--- src/inc/dtc_pkg.sv ---
// Purpose: Constants for the dual timer/counter and external irq flags
// Assumes: Byte-wide special function register bus, 25 MHz core clock
// Notes:   Mode register offset is a local choice
package dtc_pkg;
   localparam logic [7:0] DTC_ADDR_CTRL  = 8'h88;
   localparam logic [7:0] DTC_ADDR_MODE  = 8'h89;
   localparam logic [7:0] DTC_ADDR_A_LO  = 8'h8a;
   localparam logic [7:0] DTC_ADDR_B_LO  = 8'h8b;
   localparam logic [7:0] DTC_ADDR_A_HI  = 8'h8c;
   localparam logic [7:0] DTC_ADDR_B_HI  = 8'h8d;
   localparam logic [7:0] DTC_RST_BYTE   = 8'h00;
   // Control register bit positions
   localparam int DTC_B_OVF  = 7;
   localparam int DTC_B_RUN  = 6;
   localparam int DTC_A_OVF  = 5;
   localparam int DTC_A_RUN  = 4;
   localparam int DTC_XB_FLG = 3;
   localparam int DTC_XB_TT  = 2;
   localparam int DTC_XA_FLG = 1;
   localparam int DTC_XA_TT  = 0;
   // Mode register nibble layout: gate, select, mode[1:0]
   localparam int DTC_GATE = 3;
   localparam int DTC_SEL  = 2;
   localparam int DTC_NIB  = 4;
   // Machine cycle length in core clocks
   localparam int DTC_MC_CLKS = 12;
   localparam logic [3:0] DTC_MC_LAST = 4'(DTC_MC_CLKS - 1);
   localparam logic [7:0] DTC_PRE_MAX = 8'h1f;
   localparam logic [7:0] DTC_BYTE_MAX = 8'hff;
   typedef enum logic [1:0] {
      DTC_MODE_PRE13 = 2'b00,
      DTC_MODE_CAS16 = 2'b01,
      DTC_MODE_RELD8 = 2'b10,
      DTC_MODE_SPLIT = 2'b11
   } dtc_mode_type;
endpackage : dtc_pkg

--- src/dtc_top.sv ---
// Purpose: Two 16-bit timer/counters and two external irq request flags
// Assumes: Inputs synchronous to clk_in; bus write is a one-cycle strobe
// Notes:   Vector acknowledges are one-cycle pulses from the core
`timescale 1ns/100ps
module dtc_top
   import dtc_pkg::*;
(
   // Clock and reset
   input  wire logic       clk_in,
   input  wire logic       rst_n_in,
   // Register bus
   input  wire logic [7:0] reg_addr_in,
   input  wire logic [7:0] reg_wdata_in,
   input  wire logic       reg_wr_in,
   output logic      [7:0] reg_rdata_out,
   // Vector acknowledges from the core
   input  wire logic       ack_a_ovf_in,
   input  wire logic       ack_b_ovf_in,
   input  wire logic       ack_xa_in,
   input  wire logic       ack_xb_in,
   // Pins
   input  wire logic       timer_a_count_pin_in,
   input  wire logic       timer_b_count_pin_in,
   input  wire logic       ext_irq_a_pin_in,
   input  wire logic       ext_irq_b_pin_in,
   // Flags to the interrupt controller
   output logic            timer_a_ovf_out,
   output logic            timer_b_ovf_out,
   output logic            ext_irq_a_out,
   output logic            ext_irq_b_out
);
   import dtc_pkg::*;

   ////////////////////////////////////////////////////////////////////////
   // State
   logic [3:0] mc_cnt_q, mc_cnt_d;
   logic       mc_tick;
   logic [7:0] ctrl_q, ctrl_d;
   logic [7:0] mode_q, mode_d;
   logic [7:0] lo_q [2], lo_d [2];
   logic [7:0] hi_q [2], hi_d [2];
   logic [1:0] cpin_q, cpin_d;
   logic [1:0] xpin_q, xpin_d;
   logic [7:0] rdata_q, rdata_d;

   ////////////////////////////////////////////////////////////////////////
   // Machine cycle divider
   always_comb begin
      mc_tick  = (mc_cnt_q == DTC_MC_LAST);
      mc_cnt_d = mc_tick ? 4'h0 : mc_cnt_q + 4'h1;
   end

   ////////////////////////////////////////////////////////////////////////
   // Per timer enables and increments
   logic [1:0]  cpin_now;
   logic [1:0]  xpin_now;
   logic [1:0]  tmr_en;
   logic [1:0]  tmr_inc;
   logic [1:0]  ovf_evt;
   logic        ahi_inc;
   logic [7:0]  lo_nx [2];
   logic [7:0]  hi_nx [2];
   logic [1:0]  lo_wr, hi_wr;

   assign cpin_now = {timer_b_count_pin_in, timer_a_count_pin_in};
   assign xpin_now = {ext_irq_b_pin_in, ext_irq_a_pin_in};
   assign lo_wr = {reg_wr_in && reg_addr_in == DTC_ADDR_B_LO,
                   reg_wr_in && reg_addr_in == DTC_ADDR_A_LO};
   assign hi_wr = {reg_wr_in && reg_addr_in == DTC_ADDR_B_HI,
                   reg_wr_in && reg_addr_in == DTC_ADDR_A_HI};

   genvar gi;
   generate
      for (gi = 0; gi < 2; gi++) begin : g_tmr
         logic [3:0]   nib;
         dtc_mode_type md;
         logic         run;
         logic         ev;
         assign nib = mode_q[gi*DTC_NIB +: DTC_NIB];
         assign md  = dtc_mode_type'(nib[1:0]);
         assign run = ctrl_q[gi ? DTC_B_RUN : DTC_A_RUN];
         // Gated by run bit and irq pin level
         assign tmr_en[gi] = run && (!nib[DTC_GATE] || xpin_now[gi]);
         // Pin falling between machine-cycle samples
         assign ev = nib[DTC_SEL] ? (cpin_q[gi] && !cpin_now[gi]) : 1'b1;
         // Source select
         assign tmr_inc[gi] = mc_tick && tmr_en[gi] && ev &&
                              !(gi == 1 && md == DTC_MODE_SPLIT);

         // Next count per mode
         always_comb begin
            lo_nx[gi]   = lo_q[gi];
            hi_nx[gi]   = hi_q[gi];
            ovf_evt[gi] = 1'b0;
            if (tmr_inc[gi]) begin
               case (md)
                  DTC_MODE_PRE13: begin
                     if (lo_q[gi][4:0] == DTC_PRE_MAX[4:0]) begin
                        lo_nx[gi] = {lo_q[gi][7:5], 5'h00};
                        hi_nx[gi] = hi_q[gi] + 8'h01;
                        ovf_evt[gi] = (hi_q[gi] == DTC_BYTE_MAX);
                     end else begin
                        lo_nx[gi] = lo_q[gi] + 8'h01;
                     end
                  end
                  DTC_MODE_CAS16: begin
                     lo_nx[gi] = lo_q[gi] + 8'h01;
                     if (lo_q[gi] == DTC_BYTE_MAX) begin
                        hi_nx[gi] = hi_q[gi] + 8'h01;
                        ovf_evt[gi] = (hi_q[gi] == DTC_BYTE_MAX);
                     end
                  end
                  DTC_MODE_RELD8: begin
                     if (lo_q[gi] == DTC_BYTE_MAX) begin
                        lo_nx[gi] = hi_q[gi];
                        ovf_evt[gi] = 1'b1;
                     end else begin
                        lo_nx[gi] = lo_q[gi] + 8'h01;
                     end
                  end
                  DTC_MODE_SPLIT: begin
                     lo_nx[gi] = lo_q[gi] + 8'h01;
                     ovf_evt[gi] = (lo_q[gi] == DTC_BYTE_MAX);
                  end
                  default: begin
                     lo_nx[gi] = lo_q[gi];
                  end
               endcase
            end
         end
      end
   endgenerate

   // Timer A high byte in split mode: machine cycles under B's run
   assign ahi_inc = mc_tick && ctrl_q[DTC_B_RUN] &&
                    (dtc_mode_type'(mode_q[1:0]) == DTC_MODE_SPLIT);

   ////////////////////////////////////////////////////////////////////////
   // Count, control and sample next values
   always_comb begin
      logic split_a;
      logic b_ovf_set;
      split_a = (dtc_mode_type'(mode_q[1:0]) == DTC_MODE_SPLIT);
      b_ovf_set = split_a ? (ahi_inc && hi_q[0] == DTC_BYTE_MAX)
                          : ovf_evt[1];
      for (int k = 0; k < 2; k++) begin
         lo_d[k] = lo_wr[k] ? reg_wdata_in : lo_nx[k];
         hi_d[k] = hi_wr[k] ? reg_wdata_in : hi_nx[k];
      end
      if (split_a && !hi_wr[0]) begin
         hi_d[0] = hi_q[0] + {7'h00, ahi_inc};
      end
      cpin_d = mc_tick ? cpin_now : cpin_q;
      xpin_d = xpin_now;
      mode_d = (reg_wr_in && reg_addr_in == DTC_ADDR_MODE) ?
               reg_wdata_in : mode_q;
      ctrl_d = (reg_wr_in && reg_addr_in == DTC_ADDR_CTRL) ?
               reg_wdata_in : ctrl_q;
      // Hardware clears on vector, sets win afterwards
      if (ack_a_ovf_in) ctrl_d[DTC_A_OVF] = 1'b0;
      if (ack_b_ovf_in) ctrl_d[DTC_B_OVF] = 1'b0;
      if (ovf_evt[0]) ctrl_d[DTC_A_OVF] = 1'b1;
      if (b_ovf_set) ctrl_d[DTC_B_OVF] = 1'b1;
      // Irq A: edge clears on vector, level follows pin
      if (ctrl_q[DTC_XA_TT]) begin
         if (ack_xa_in) ctrl_d[DTC_XA_FLG] = 1'b0;
         if (xpin_q[0] && !xpin_now[0]) ctrl_d[DTC_XA_FLG] = 1'b1;
      end else begin
         ctrl_d[DTC_XA_FLG] = !xpin_now[0];
      end
      // Irq B likewise
      if (ctrl_q[DTC_XB_TT]) begin
         if (ack_xb_in) ctrl_d[DTC_XB_FLG] = 1'b0;
         if (xpin_q[1] && !xpin_now[1]) ctrl_d[DTC_XB_FLG] = 1'b1;
      end else begin
         ctrl_d[DTC_XB_FLG] = !xpin_now[1];
      end
   end

   ////////////////////////////////////////////////////////////////////////
   // Read data, live values, registered
   always_comb begin
      if (reg_addr_in == DTC_ADDR_CTRL) begin
         rdata_d = ctrl_q;
      end else if (reg_addr_in == DTC_ADDR_MODE) begin
         rdata_d = mode_q;
      end else if (reg_addr_in == DTC_ADDR_A_LO) begin
         rdata_d = lo_q[0];
      end else if (reg_addr_in == DTC_ADDR_B_LO) begin
         rdata_d = lo_q[1];
      end else if (reg_addr_in == DTC_ADDR_A_HI) begin
         rdata_d = hi_q[0];
      end else if (reg_addr_in == DTC_ADDR_B_HI) begin
         rdata_d = hi_q[1];
      end else begin
         rdata_d = DTC_RST_BYTE;
      end
   end

   ////////////////////////////////////////////////////////////////////////
   // Registers
   always_ff @(posedge clk_in or negedge rst_n_in) begin
      if (!rst_n_in) begin
         mc_cnt_q <= 4'h0;
         ctrl_q   <= DTC_RST_BYTE;
         mode_q   <= DTC_RST_BYTE;
         lo_q[0]  <= DTC_RST_BYTE;
         lo_q[1]  <= DTC_RST_BYTE;
         hi_q[0]  <= DTC_RST_BYTE;
         hi_q[1]  <= DTC_RST_BYTE;
         cpin_q   <= 2'h0;
         xpin_q   <= 2'h0;
         rdata_q  <= DTC_RST_BYTE;
      end else begin
         mc_cnt_q <= mc_cnt_d;
         ctrl_q   <= ctrl_d;
         mode_q   <= mode_d;
         lo_q     <= lo_d;
         hi_q     <= hi_d;
         cpin_q   <= cpin_d;
         xpin_q   <= xpin_d;
         rdata_q  <= rdata_d;
      end
   end

   assign reg_rdata_out   = rdata_q;
   assign timer_a_ovf_out = ctrl_q[DTC_A_OVF];
   assign timer_b_ovf_out = ctrl_q[DTC_B_OVF];
   assign ext_irq_a_out   = ctrl_q[DTC_XA_FLG];
   assign ext_irq_b_out   = ctrl_q[DTC_XB_FLG];

   ////////////////////////////////////////////////////////////////////////
   // Checks, all on the core clock and idle while reset is held
   chk_b_hold_mode3: assert property (
      @(posedge clk_in) disable iff (!rst_n_in)
      (g_tmr[1].md == DTC_MODE_SPLIT && !lo_wr[1]) |=> $stable(lo_q[1]))
      else $error("timer b moved in mode 3");
   chk_a_gate_stop: assert property (
      @(posedge clk_in) disable iff (!rst_n_in)
      (g_tmr[0].nib[DTC_GATE] && !ext_irq_a_pin_in && !lo_wr[0])
      |=> $stable(lo_q[0]))
      else $error("timer a counted while gated");
   chk_a_run_off: assert property (
      @(posedge clk_in) disable iff (!rst_n_in)
      (!ctrl_q[DTC_A_RUN] && !lo_wr[0]) |=> $stable(lo_q[0]))
      else $error("timer a counted while stopped");
   chk_a_reload: assert property (
      @(posedge clk_in) disable iff (!rst_n_in)
      (g_tmr[0].md == DTC_MODE_RELD8 && tmr_inc[0] &&
       lo_q[0] == DTC_BYTE_MAX && !lo_wr[0])
      |=> (lo_q[0] == $past(hi_q[0]) && ctrl_q[DTC_A_OVF]))
      else $error("timer a reload wrong");
   chk_xa_level: assert property (
      @(posedge clk_in) disable iff (!rst_n_in)
      (!ctrl_q[DTC_XA_TT] && !(reg_wr_in && reg_addr_in == DTC_ADDR_CTRL))
      |=> ext_irq_a_out == !$past(ext_irq_a_pin_in))
      else $error("irq a level flag wrong");
   chk_xb_edge_set: assert property (
      @(posedge clk_in) disable iff (!rst_n_in)
      (ctrl_q[DTC_XB_TT] && xpin_q[1] && !ext_irq_b_pin_in)
      |=> ext_irq_b_out)
      else $error("irq b edge missed");
   // Low byte of timer b moves only on a machine tick or a write
   chk_b_tick_only: assert property (
      @(posedge clk_in) disable iff (!rst_n_in)
      (!mc_tick && !lo_wr[1]) |=> $stable(lo_q[1]))
      else $error("timer b off machine cycle");
   chk_a_ack_clear: assert property (
      @(posedge clk_in) disable iff (!rst_n_in)
      (ack_a_ovf_in && !ovf_evt[0] &&
       !(reg_wr_in && reg_addr_in == DTC_ADDR_CTRL)) |=> !timer_a_ovf_out)
      else $error("timer a flag not cleared");
   chk_b_ack_clear: assert property (
      @(posedge clk_in) disable iff (!rst_n_in)
      (ack_b_ovf_in && !tmr_inc[1] && !ahi_inc &&
       !(reg_wr_in && reg_addr_in == DTC_ADDR_CTRL)) |=> !timer_b_ovf_out)
      else $error("timer b flag not cleared");
   chk_b_split_flag: assert property (
      @(posedge clk_in) disable iff (!rst_n_in)
      (ahi_inc && hi_q[0] == DTC_BYTE_MAX) |=> timer_b_ovf_out)
      else $error("split high byte wrap missed");
   chk_xa_edge_clear: assert property (
      @(posedge clk_in) disable iff (!rst_n_in)
      (ctrl_q[DTC_XA_TT] && ack_xa_in &&
       !(xpin_q[0] && !ext_irq_a_pin_in) &&
       !(reg_wr_in && reg_addr_in == DTC_ADDR_CTRL)) |=> !ext_irq_a_out)
      else $error("irq a edge flag not cleared");
endmodule : dtc_top
--- config.mk ---
export PLATFORM = sky130hd
export DESIGN_NAME = dtc_top
export DESIGN_NICKNAME = d
export VERILOG_FILES = /design/src/inc/dtc_pkg.sv /design/src/dtc_top.sv
export SDC_FILE = /design/constraint.sdc
export NUM_CORES = 1
export LEC_CHECK = 0
export BUFFER_PORTS_ARGS = -buffer_cell sky130_fd_sc_hd__buf_2
export CAP_MARGIN = 20
export CORE_AREA = 2 2 106 108
export DETAILED_ROUTE_END_ITERATION = 8
export DIE_AREA = 0 0 108 110
export PLACE_DENSITY_LB_ADDON = 0.3
export SLEW_MARGIN = 15
export SYNTH_ARGS = -nofsm -noshare
export SYNTH_HDL_FRONTEND = slang
export SYNTH_SLANG_ARGS = --single-unit
--- constraint.sdc ---
create_clock -name clk_in -period 2.35 [get_ports clk_in]
set_input_delay 0.5875 -clock clk_in [delete_from_list [all_inputs] [get_ports clk_in]]
set_output_delay 0.5875 -clock clk_in [all_outputs]
set_load 0.05 [all_outputs]
==> results.ini, run 1 <==
[floorplanning]
initial_utilization_pct = 39.1
die-height_um = 110
dieArea_um2 = 11900
coreArea_um2 = 10700
fp.dieW_um = 108
io_pins = 39
rows = 38

[routing]
drt.antenna.violating_nets = 0
vias = 4014
drt-pass1-iter-count = 6
wirelength_um = 13400
vias_per_cell = 5.98
drc_errors = 0
avgRoutedWirePerCell_um = 19.9
drt_iter0_markers = 323

[clock_network]
cts_tree = done
clock_sinks = 64
htreeDepth = 3
cts.path.max_buffers = 2
clk_latency_ns = 0.35
root_buffer = clkbuf_8
clk_pin_slew_ns = 0.07
cts_made_buffers = 9

[timing]
slew_headroom_pct = 58.7
fin_crit_ns = 2.25
finalSetupViolCount = 0
tns_ns = 0
post-route-period-util_pct = 95.8
drv_slew = 0
clock_skew_ns = 0.00704
hold_viol = 0
fmax_mhz = 444
tightest_slew_ns = 0.619

[synth]
synth-edff-count = 0
ys.flop_type = dfrtp_1
synth_area_um2 = 4180
syn_area_per_cell_um2 = 8.92
synthArstFlopShare_pct = 100
netlist_instances = 469
synth_cell_type_count = 65
ys.warnings.count = 0
seq_area_frac_synth_pct = 38.3
ys_ff_latch = 64
syn_nets = 505

[power]
finalPower_uw = 2660
leakage_uw = 0.00217
p_per_area_nw_per_um2 = 541
vdd_drop_max_v = 0.000367

[critical_path]
cp.arrival_ns = 2.53
worstSetupEndpointType = flop
max_stage_delay_ns = 0.51
worst_path_most_repeated_cell = ha_1
worstSetupPathType = reg2reg
crit_fanout = 5
crit_chain = ha_1 > and3_1 > ha_1 > or3b_4 > o21ai_2 > nand3_2 > or4_1 > nand3_1
cp.required_ns = 2.63
slowest_stage = or4_1
cp-start-kind = flop

[place]
portBuffers = 38
post-dp-hpwl_um = 9720
gp_congestion = 0.969

[finish]
layout.cells.most_common = dfrtp_1
nFillCells = 1068
layout_common_cells = 64 x dfrtp_1, 53 x nand2_1, 38 x buf_2
drive_gt1_share_pct = 21.7
n_antenna_cell = 0
nets = 562
area_growth_pct = 17.6

[global_route]
grt_max_degree = 29
first_global_vias = 3765
grt.overflow.total = 0
grt_pass1_wl_um = 21100
grt_usage_pct = 23.8
antenna_found_initial = 0

[flow_run]
maxCapViolCount = 0

[worst_hold_path]
holdCritPathClass = in2async

[run_status]
status = finished, final reports clean

[cell type report]
type	count	area, um^2	area share (%)
Clock buffer	11	141	2.87
Timing Repair Buffer	75	480	9.77
Clock inverter	5	56.3	1.14
Tap cell	140	175	3.56
Sequential cell	64	1600	32.6
Inverter	11	41.3	0.839
Multi-Input combinational cell	365	2420	49.2
[cell usage after synthesis (3+ instances only)]
cell type	number	area share, %
dfrtp_1	64	38
nand2_1	53	4.8
o21ai_0	36	4.3
nor2_1	32	2.9
mux2i_1	21	5.0
a21oi_1	19	2.3
clkbuf_1	19	1.7
a31oi_1	18	2.7
nand3_1	14	1.7
nor3_1	13	1.6
and3_1	12	1.8
inv_1	11	0.99
a21o_1	9	1.6
ha_1	9	2.7
nor3b_1	9	1.6
xnor2_1	9	1.9
mux2_2	8	2.2
nand4_1	8	1.2
o22ai_1	7	1.0
buf_2	6	0.72
nand2b_1	6	0.90
o31ai_1	6	1.1
o32ai_1	6	1.3
a22o_1	5	1.0
nor4_1	5	0.75
mux2_4	4	1.4
a211oi_1	3	0.54
o2111ai_1	3	0.63
o211ai_1	3	0.54
or3_1	3	0.45
xor2_1	3	0.63
[worst max-delay path: cells and delay by family, from the launching register on]
kind            cells  cell delay (ns)
simple gates        5             1.34
fa+ha+maj           2             0.37
compound gates      1             0.13
flops               1             0.36
[metrics by stage]
stage          cells  util, %  hold slack, ns  setup slack (ns)  area, um^2
2_1_floorplan    469        -           0.292             0.114        4180
3_3_place_gp     654     43.9           0.438            0.0709        4700
3_5_place_dp     654     43.9           0.447           0.00705        4700
4_1_cts          670     45.8           0.250            0.0423        4900
5_1_grt          671     46.0           0.269           -0.0194        4920
6_report         671     46.0           0.248            0.0990        4920
[metal layers]
layer	vias up	wire (um)	part of all wire [%]	global-route usage, %
met5	-	0	0	0
met4	0	306	2.3	7.69
met3	24	966	7.2	5.70
met2	171	5970	45	37.6
met1	1943	6130	46	32.3
li1	1876	-	-	-
[state kept, by name, summed over array words and instances (netlist names)]
signal and flops:
mc_cnt_q 4, reg_rdata_out 8, xpin_q 2, mode_q 8
cpin_q 2, lo_q 16, ctrl_q 8, hi_q 16
[final timing paths]
| kind | endpoint | from | cells after the start | slack (ns) |
|---|---|---|---|---|
| max reg2reg | hi_q[12] | lo_q[9] | 8 | 0.1 |
| min reg2reg | mc_cnt_q[0] | mc_cnt_q[0] | 1 | 0.46 |
| max | hi_q[12] | lo_q[9] | 8 | 0.1 |
| max in group asynchronous | hi_q[15] | rst_n_in | 2 | 1.46 |
| min in group clk_in | xpin_q[1] | ext_irq_b_pin_in | 1 | 0.36 |
| min | cpin_q[0] | rst_n_in | 1 | 0.25 |
[what timing repair did]
| action | 4_1_cts | 5_1_grt |
|---|---|---|
| hold buffers | 0 | 0 |
| gates resized for setup | 0 | 4 |
| endpoints found under the setup margin | 0 | 13 |
| buffers inserted | 0 | 1 |
[power by group]
group	switching, uW	total, uW	leakage, uW	internal (uW)
clock	446	963	0.0000993	517
combinational	243	430	0.00126	187
sequential	104	1270	0.000811	1160
total	793	2660	0.00217	1870
[cells by family after synthesis]
family,after synthesis,synth area share [%]
fa+ha+maj,9,2.69
flops,64,38.3
simple gates,175,21.9
xor+xnor,12,2.51
buf+inv,40,4.13
compound gates,136,21.9
mux,33,8.62
Note: power is estimated with default switching activity, not from simulation.
==> inputs of run 2 (changes only) <==
CORE_AREA = 2 2 91 93   (was 2 2 106 108)
DIE_AREA = 0 0 93 95   (was 0 0 108 110)
==> run 2 against run 1 <==
  * Maximum frequency shrank 0.96%
  * Sequential power is essentially flat
  * Critical path depth shrank 1
  * Critical endpoint is now hi_q[3]
==> results.ini, run 2 (same netlist as run 1, synthesis figures left out) <==
[floorplanning]
coreArea_um2 = 7930
rows = 33
fp.dieW_um = 93
die-height_um = 95
initial_utilization_pct = 52.7
dieArea_um2 = 8840
io_pins = 39

[power]
leakage_uw = 0.00218
p_per_area_nw_per_um2 = 561
vdd_drop_max_v = 0.000335

[run_status]
status = finished, final reports clean

[routing]
avgRoutedWirePerCell_um = 20.1
wirelength_um = 12800
drt-pass1-iter-count = 7
drt_iter0_markers = 333
drc_errors = 0
drt.antenna.violating_nets = 0
vias_per_cell = 6.45
vias = 4112

[finish]
stdcell_count = 638
drive_gt1_share_pct = 22.3
layout_common_cells = 64 x dfrtp_1, 53 x nand2_1, 38 x buf_2, 38 x buf_4, 36 x o21ai_0
reg.largest.list = hi_q x16, lo_q x16
n_antenna_cell = 0
nets = 564
finish.instance_area_um2 = 4930
layout.cells.most_common = dfrtp_1
area_growth_pct = 17.8

[critical_path]
cp-start-kind = flop
worstSetupEndpointType = flop
crit_fanout = 8
slowest_stage = a221o_1
crit_family = simple AND/OR/NAND/NOR gates
crit_chain = ha_1 > nand4b_1 > buf_4 > a221o_1 > nor4_1 > xor2_1 > mux2_2
worstSetupPathType = reg2reg
path_buf_inv = 1
cp.required_ns = 2.58
cp.arrival_ns = 2.51
max_stage_delay_ns = 0.41

[place]
post-dp-hpwl_um = 9220
portBuffers = 38
place_area_um2 = 4640
dp_cells = 617
gp_congestion = 0.971

[timing]
tightest_slew_ns = 0.534
fin_crit_ns = 2.27
rsz0062_at_grt = true
post-route-period-util_pct = 96.7
hold_viol = 0
slew_headroom_pct = 64.4
clock_skew_ns = 0.00630
drv_slew = 0
fmax_mhz = 440
finalSetupViolCount = 0

[clock_network]
root_buffer = clkbuf_8
clock_sinks = 64
cts.path.max_buffers = 2
clk_latency_ns = 0.35
clk_pin_slew_ns = 0.07
cts_made_buffers = 9
htreeDepth = 3
cts_tree = done
ctsHoldBuffers = 0

[global_route]
antenna_found_initial = 0
grt.overflow.total = 0
first_global_vias = 3916
grt_pass1_wl_um = 20400
grt_max_degree = 65
grt_usage_pct = 30.4

[flow_run]
maxCapViolCount = 0

[worst_hold_path]
holdCritPathClass = in2async

run 2: repair_timing:
item,4_1_cts,5_1_grt
pin swaps,0,3
hold endpoints to repair,0,0
gates resized for setup,1,6
setup endpoints to repair,1,7
setup buffers,0,5
run 2: path summary, 6_finish.rpt:
path,endpoint,startpoint,slack [ns],cells after the start
worst max-delay path,hi_q[3],mc_cnt_q[0],0.08,7
worst min-delay path,cpin_q[1],rst_n_in,0.23,2
worst max register to register,hi_q[3],mc_cnt_q[0],0.08,7
worst min register to register,mc_cnt_q[0],mc_cnt_q[0],0.47,1
max in group asynchronous,lo_q[3],rst_n_in,1.82,2
min in group clk_in,xpin_q[1],ext_irq_b_pin_in,0.36,1
run 2: stage by stage:
| stage | power (uW) | utilization [%] | hold WS [ns] | setup WS [ns] | TNS, ns |
|---|---|---|---|---|---|
| final | 2760 | 62.1 | 0.234 | 0.0771 | 0 |
| after global routing | 2880 | 62.1 | 0.261 | -0.00882 | -0.0124 |
| after CTS | 2760 | 61.4 | 0.247 | 0.0229 | 0 |
| after detailed placement | 1690 | 58.5 | 0.457 | -0.0376 | -0.0376 |
| after global placement | 1670 | 58.5 | 0.437 | 0.0912 | 0 |
| after floorplan | 1500 | - | 0.292 | 0.114 | 0 |
run 2: area by class of cell:
| class | count | area, um^2 |
|---|---|---|
| multi-input combinational | 365 | 2430 |
| timing repair buffer | 77 | 495 |
| inverter | 11 | 41.3 |
| clock inverter | 5 | 80.1 |
| tap | 105 | 131 |
| clock buffer | 11 | 141 |
| fill | 681 | 3000 |
| sequential | 64 | 1600 |
run 2: routing by layer:
layer,track usage (%),wire [um],part of all wire [%],vias to the layer above
li1,-,-,-,1869
met1,42.1,5590,44,1944
met3,4.79,951,7.4,48
met4,15.6,606,4.7,0
met5,0,0,0,-
met2,46.4,5670,44,251
run 2: power by group:
part	switching, uW	leakage, uW	internal (uW)
logic	233	0.00126	181
clock network	451	0.000106	625
registers	108	0.000811	1160
total	792	0.00218	1970
==> inputs of run 3 (changes only) <==
CELL_PAD_IN_SITES_DETAIL_PLACEMENT = 2   (was default)
CELL_PAD_IN_SITES_GLOBAL_PLACEMENT = 2   (was default)
CORE_AREA = 2 2 114 116   (was 2 2 91 93)
DIE_AREA = 0 0 116 118   (was 0 0 93 95)
==> run 3 against run 2 <==
  * Power grew 13%
  * Sequential power about the same
  * First-iteration DRC count shrank 34%
  * Register-to-register slack is essentially flat
  * Critical path type unchanged
  * Largest power group is now the clock network
  * Highest routed layer unchanged
==> results.ini, run 3 (same netlist as run 1, synthesis figures left out) <==
[floorplanning]
die-height_um = 118
rows = 41
coreArea_um2 = 12400
fp.dieW_um = 116
io_pins = 39
initial_utilization_pct = 33.7
dieArea_um2 = 13700

[power]
p_comb_share_pct = 14.6
swShare_pct = 28.2
leakage_uw = 0.00223
finalPower_uw = 3110
switchingPower_uw = 877
internal-power_uw = 2230
power_frac_seq_pct = 41.3
p_per_area_nw_per_um2 = 606
p_clk_share_pct = 44.2
vdd_drop_max_v = 0.000333

[clock_network]
cts_made_buffers = 9
root_buffer = clkbuf_16
cts_setup_buffers = 0
cts_tree = done
clk_latency_ns = 0.35
cts.path.max_buffers = 2
clock_sinks = 64
htreeDepth = 3
clk_pin_slew_ns = 0.06

[finish]
n_antenna_cell = 0
layout_common_cells = 64 x dfrtp_1, 53 x nand2_1, 39 x buf_4
stdcell_count = 706
nets = 565
reg.largest.list = hi_q x16, lo_q x16
layout.cells.most_common = dfrtp_1
nFillCells = 1400
area_growth_pct = 22.7
drive_gt1_share_pct = 22.7

[place]
dp_slack_ns = -0.0638
dp_cells = 690
post-dp-hpwl_um = 12200
portBuffers = 38
gp_congestion = 0.874

[worst_hold_path]
holdCritPathClass = in2async

[timing]
clock_skew_ns = 0.00982
drv_slew = 0
fin_crit_ns = 2.27
finalSetupViolCount = 0
tightest_slew_ns = 0.504
fmax_mhz = 441
fin_ws_ns = 0.0822
hold_viol = 0
slew_headroom_pct = 66.2
post-route-period-util_pct = 96.5

[flow_run]
maxCapViolCount = 0

[critical_path]
reg2reg_from = lo_q[9]
cp.required_ns = 2.63
worstSetupEndpointType = flop
cp-start-kind = flop
crit_fanout = 5
cp.arrival_ns = 2.55
worstSetupPathType = reg2reg
startpoint = lo_q[9]

[run_status]
status = finished, final reports clean

[global_route]
grt_pass1_wl_um = 26100
grt_max_degree = 65
antenna_found_initial = 0
grt.overflow.total = 0
grt_usage_pct = 25.6
first_global_vias = 4453

[routing]
avgRoutedWirePerCell_um = 23.5
vias_per_cell = 5.81
wirelength_um = 16600
drt-pass1-iter-count = 5
vias = 4099
drc_errors = 0
drt_iter0_markers = 220
drt.antenna.violating_nets = 0

run 3: cell types whose count changed in the layout (fill, tap and decap cells not counted), moves of 2 or more:
cell,before,now
clkinvlp_4,2,0
ha_2,2,0
clkbuf_16,0,9
clkbuf_8,10,2
run 3: final timing paths:
path | end | slack, ns | cells after the start
setup reg to reg | hi_q[12] | 0.08 | 8
min in group clk_in | xpin_q[1] | 0.37 | 1
hold reg to reg | mc_cnt_q[0] | 0.46 | 1
setup / recovery | hi_q[12] | 0.08 | 8
hold / removal | mc_cnt_q[3] | 0.25 | 2
max in group asynchronous | lo_q[6] | 1.78 | 2
run 3: layer usage:
metal	vias to the layer above	global-route usage, %	share of wire (%)
met5	-	0	0
met4	0	9.67	2.6
met3	22	2.68	4.0
met2	100	39.4	47
met1	2100	36.8	46
li1	1877	-	-
run 3: timing repair:
| action | 4_1_cts | 5_1_grt |
|---|---|---|
| pin swaps | 0 | 0 |
| setup endpoints to repair | 5 | 7 |
| gates resized for setup | 3 | 9 |
| hold buffers | 0 | 0 |
run 3: critical path: stages (launching register included):
cell	delay, ns
dfrtp_1	0.36
ha_1	0.18
and3_1	0.24
ha_4	0.18
or3b_4	0.41
o21ai_4	0.11
nand3_2	0.10
or4_1	0.54
nand3_1	0.10
run 3: area by class of cell:
class	count	area (um^2)	share of cell area [%]
Clock buffer	13	260	5.07
Clock inverter	3	40.0	0.780
Inverter	11	41.3	0.805
Multi-Input combinational cell	365	2470	48.1
Sequential cell	64	1600	31.2
Tap cell	172	215	4.20
Timing Repair Buffer	78	503	9.80
run 3: through the flow:
step           util [%]  hold slack [ns]  TNS (ns)  area (um^2)
4_1_cts            40.9            0.278         0         5080
6_report           41.3            0.247         0         5130
3_5_place_dp       38.4            0.456   -0.0638         4770
2_1_floorplan         -            0.292         0         4180
3_3_place_gp       38.4            0.444         0         4770
5_1_grt            41.3            0.287   -0.0580         5130
run 3: power by group through the flow:
stage,registers [uW],logic (uW),clock network (uW)
after floorplan,1250,244,0
after global placement,1290,415,0
after detailed placement,1300,442,0
after CTS,1280,449,1410
after global routing,1290,500,1460
final,1280,453,1370
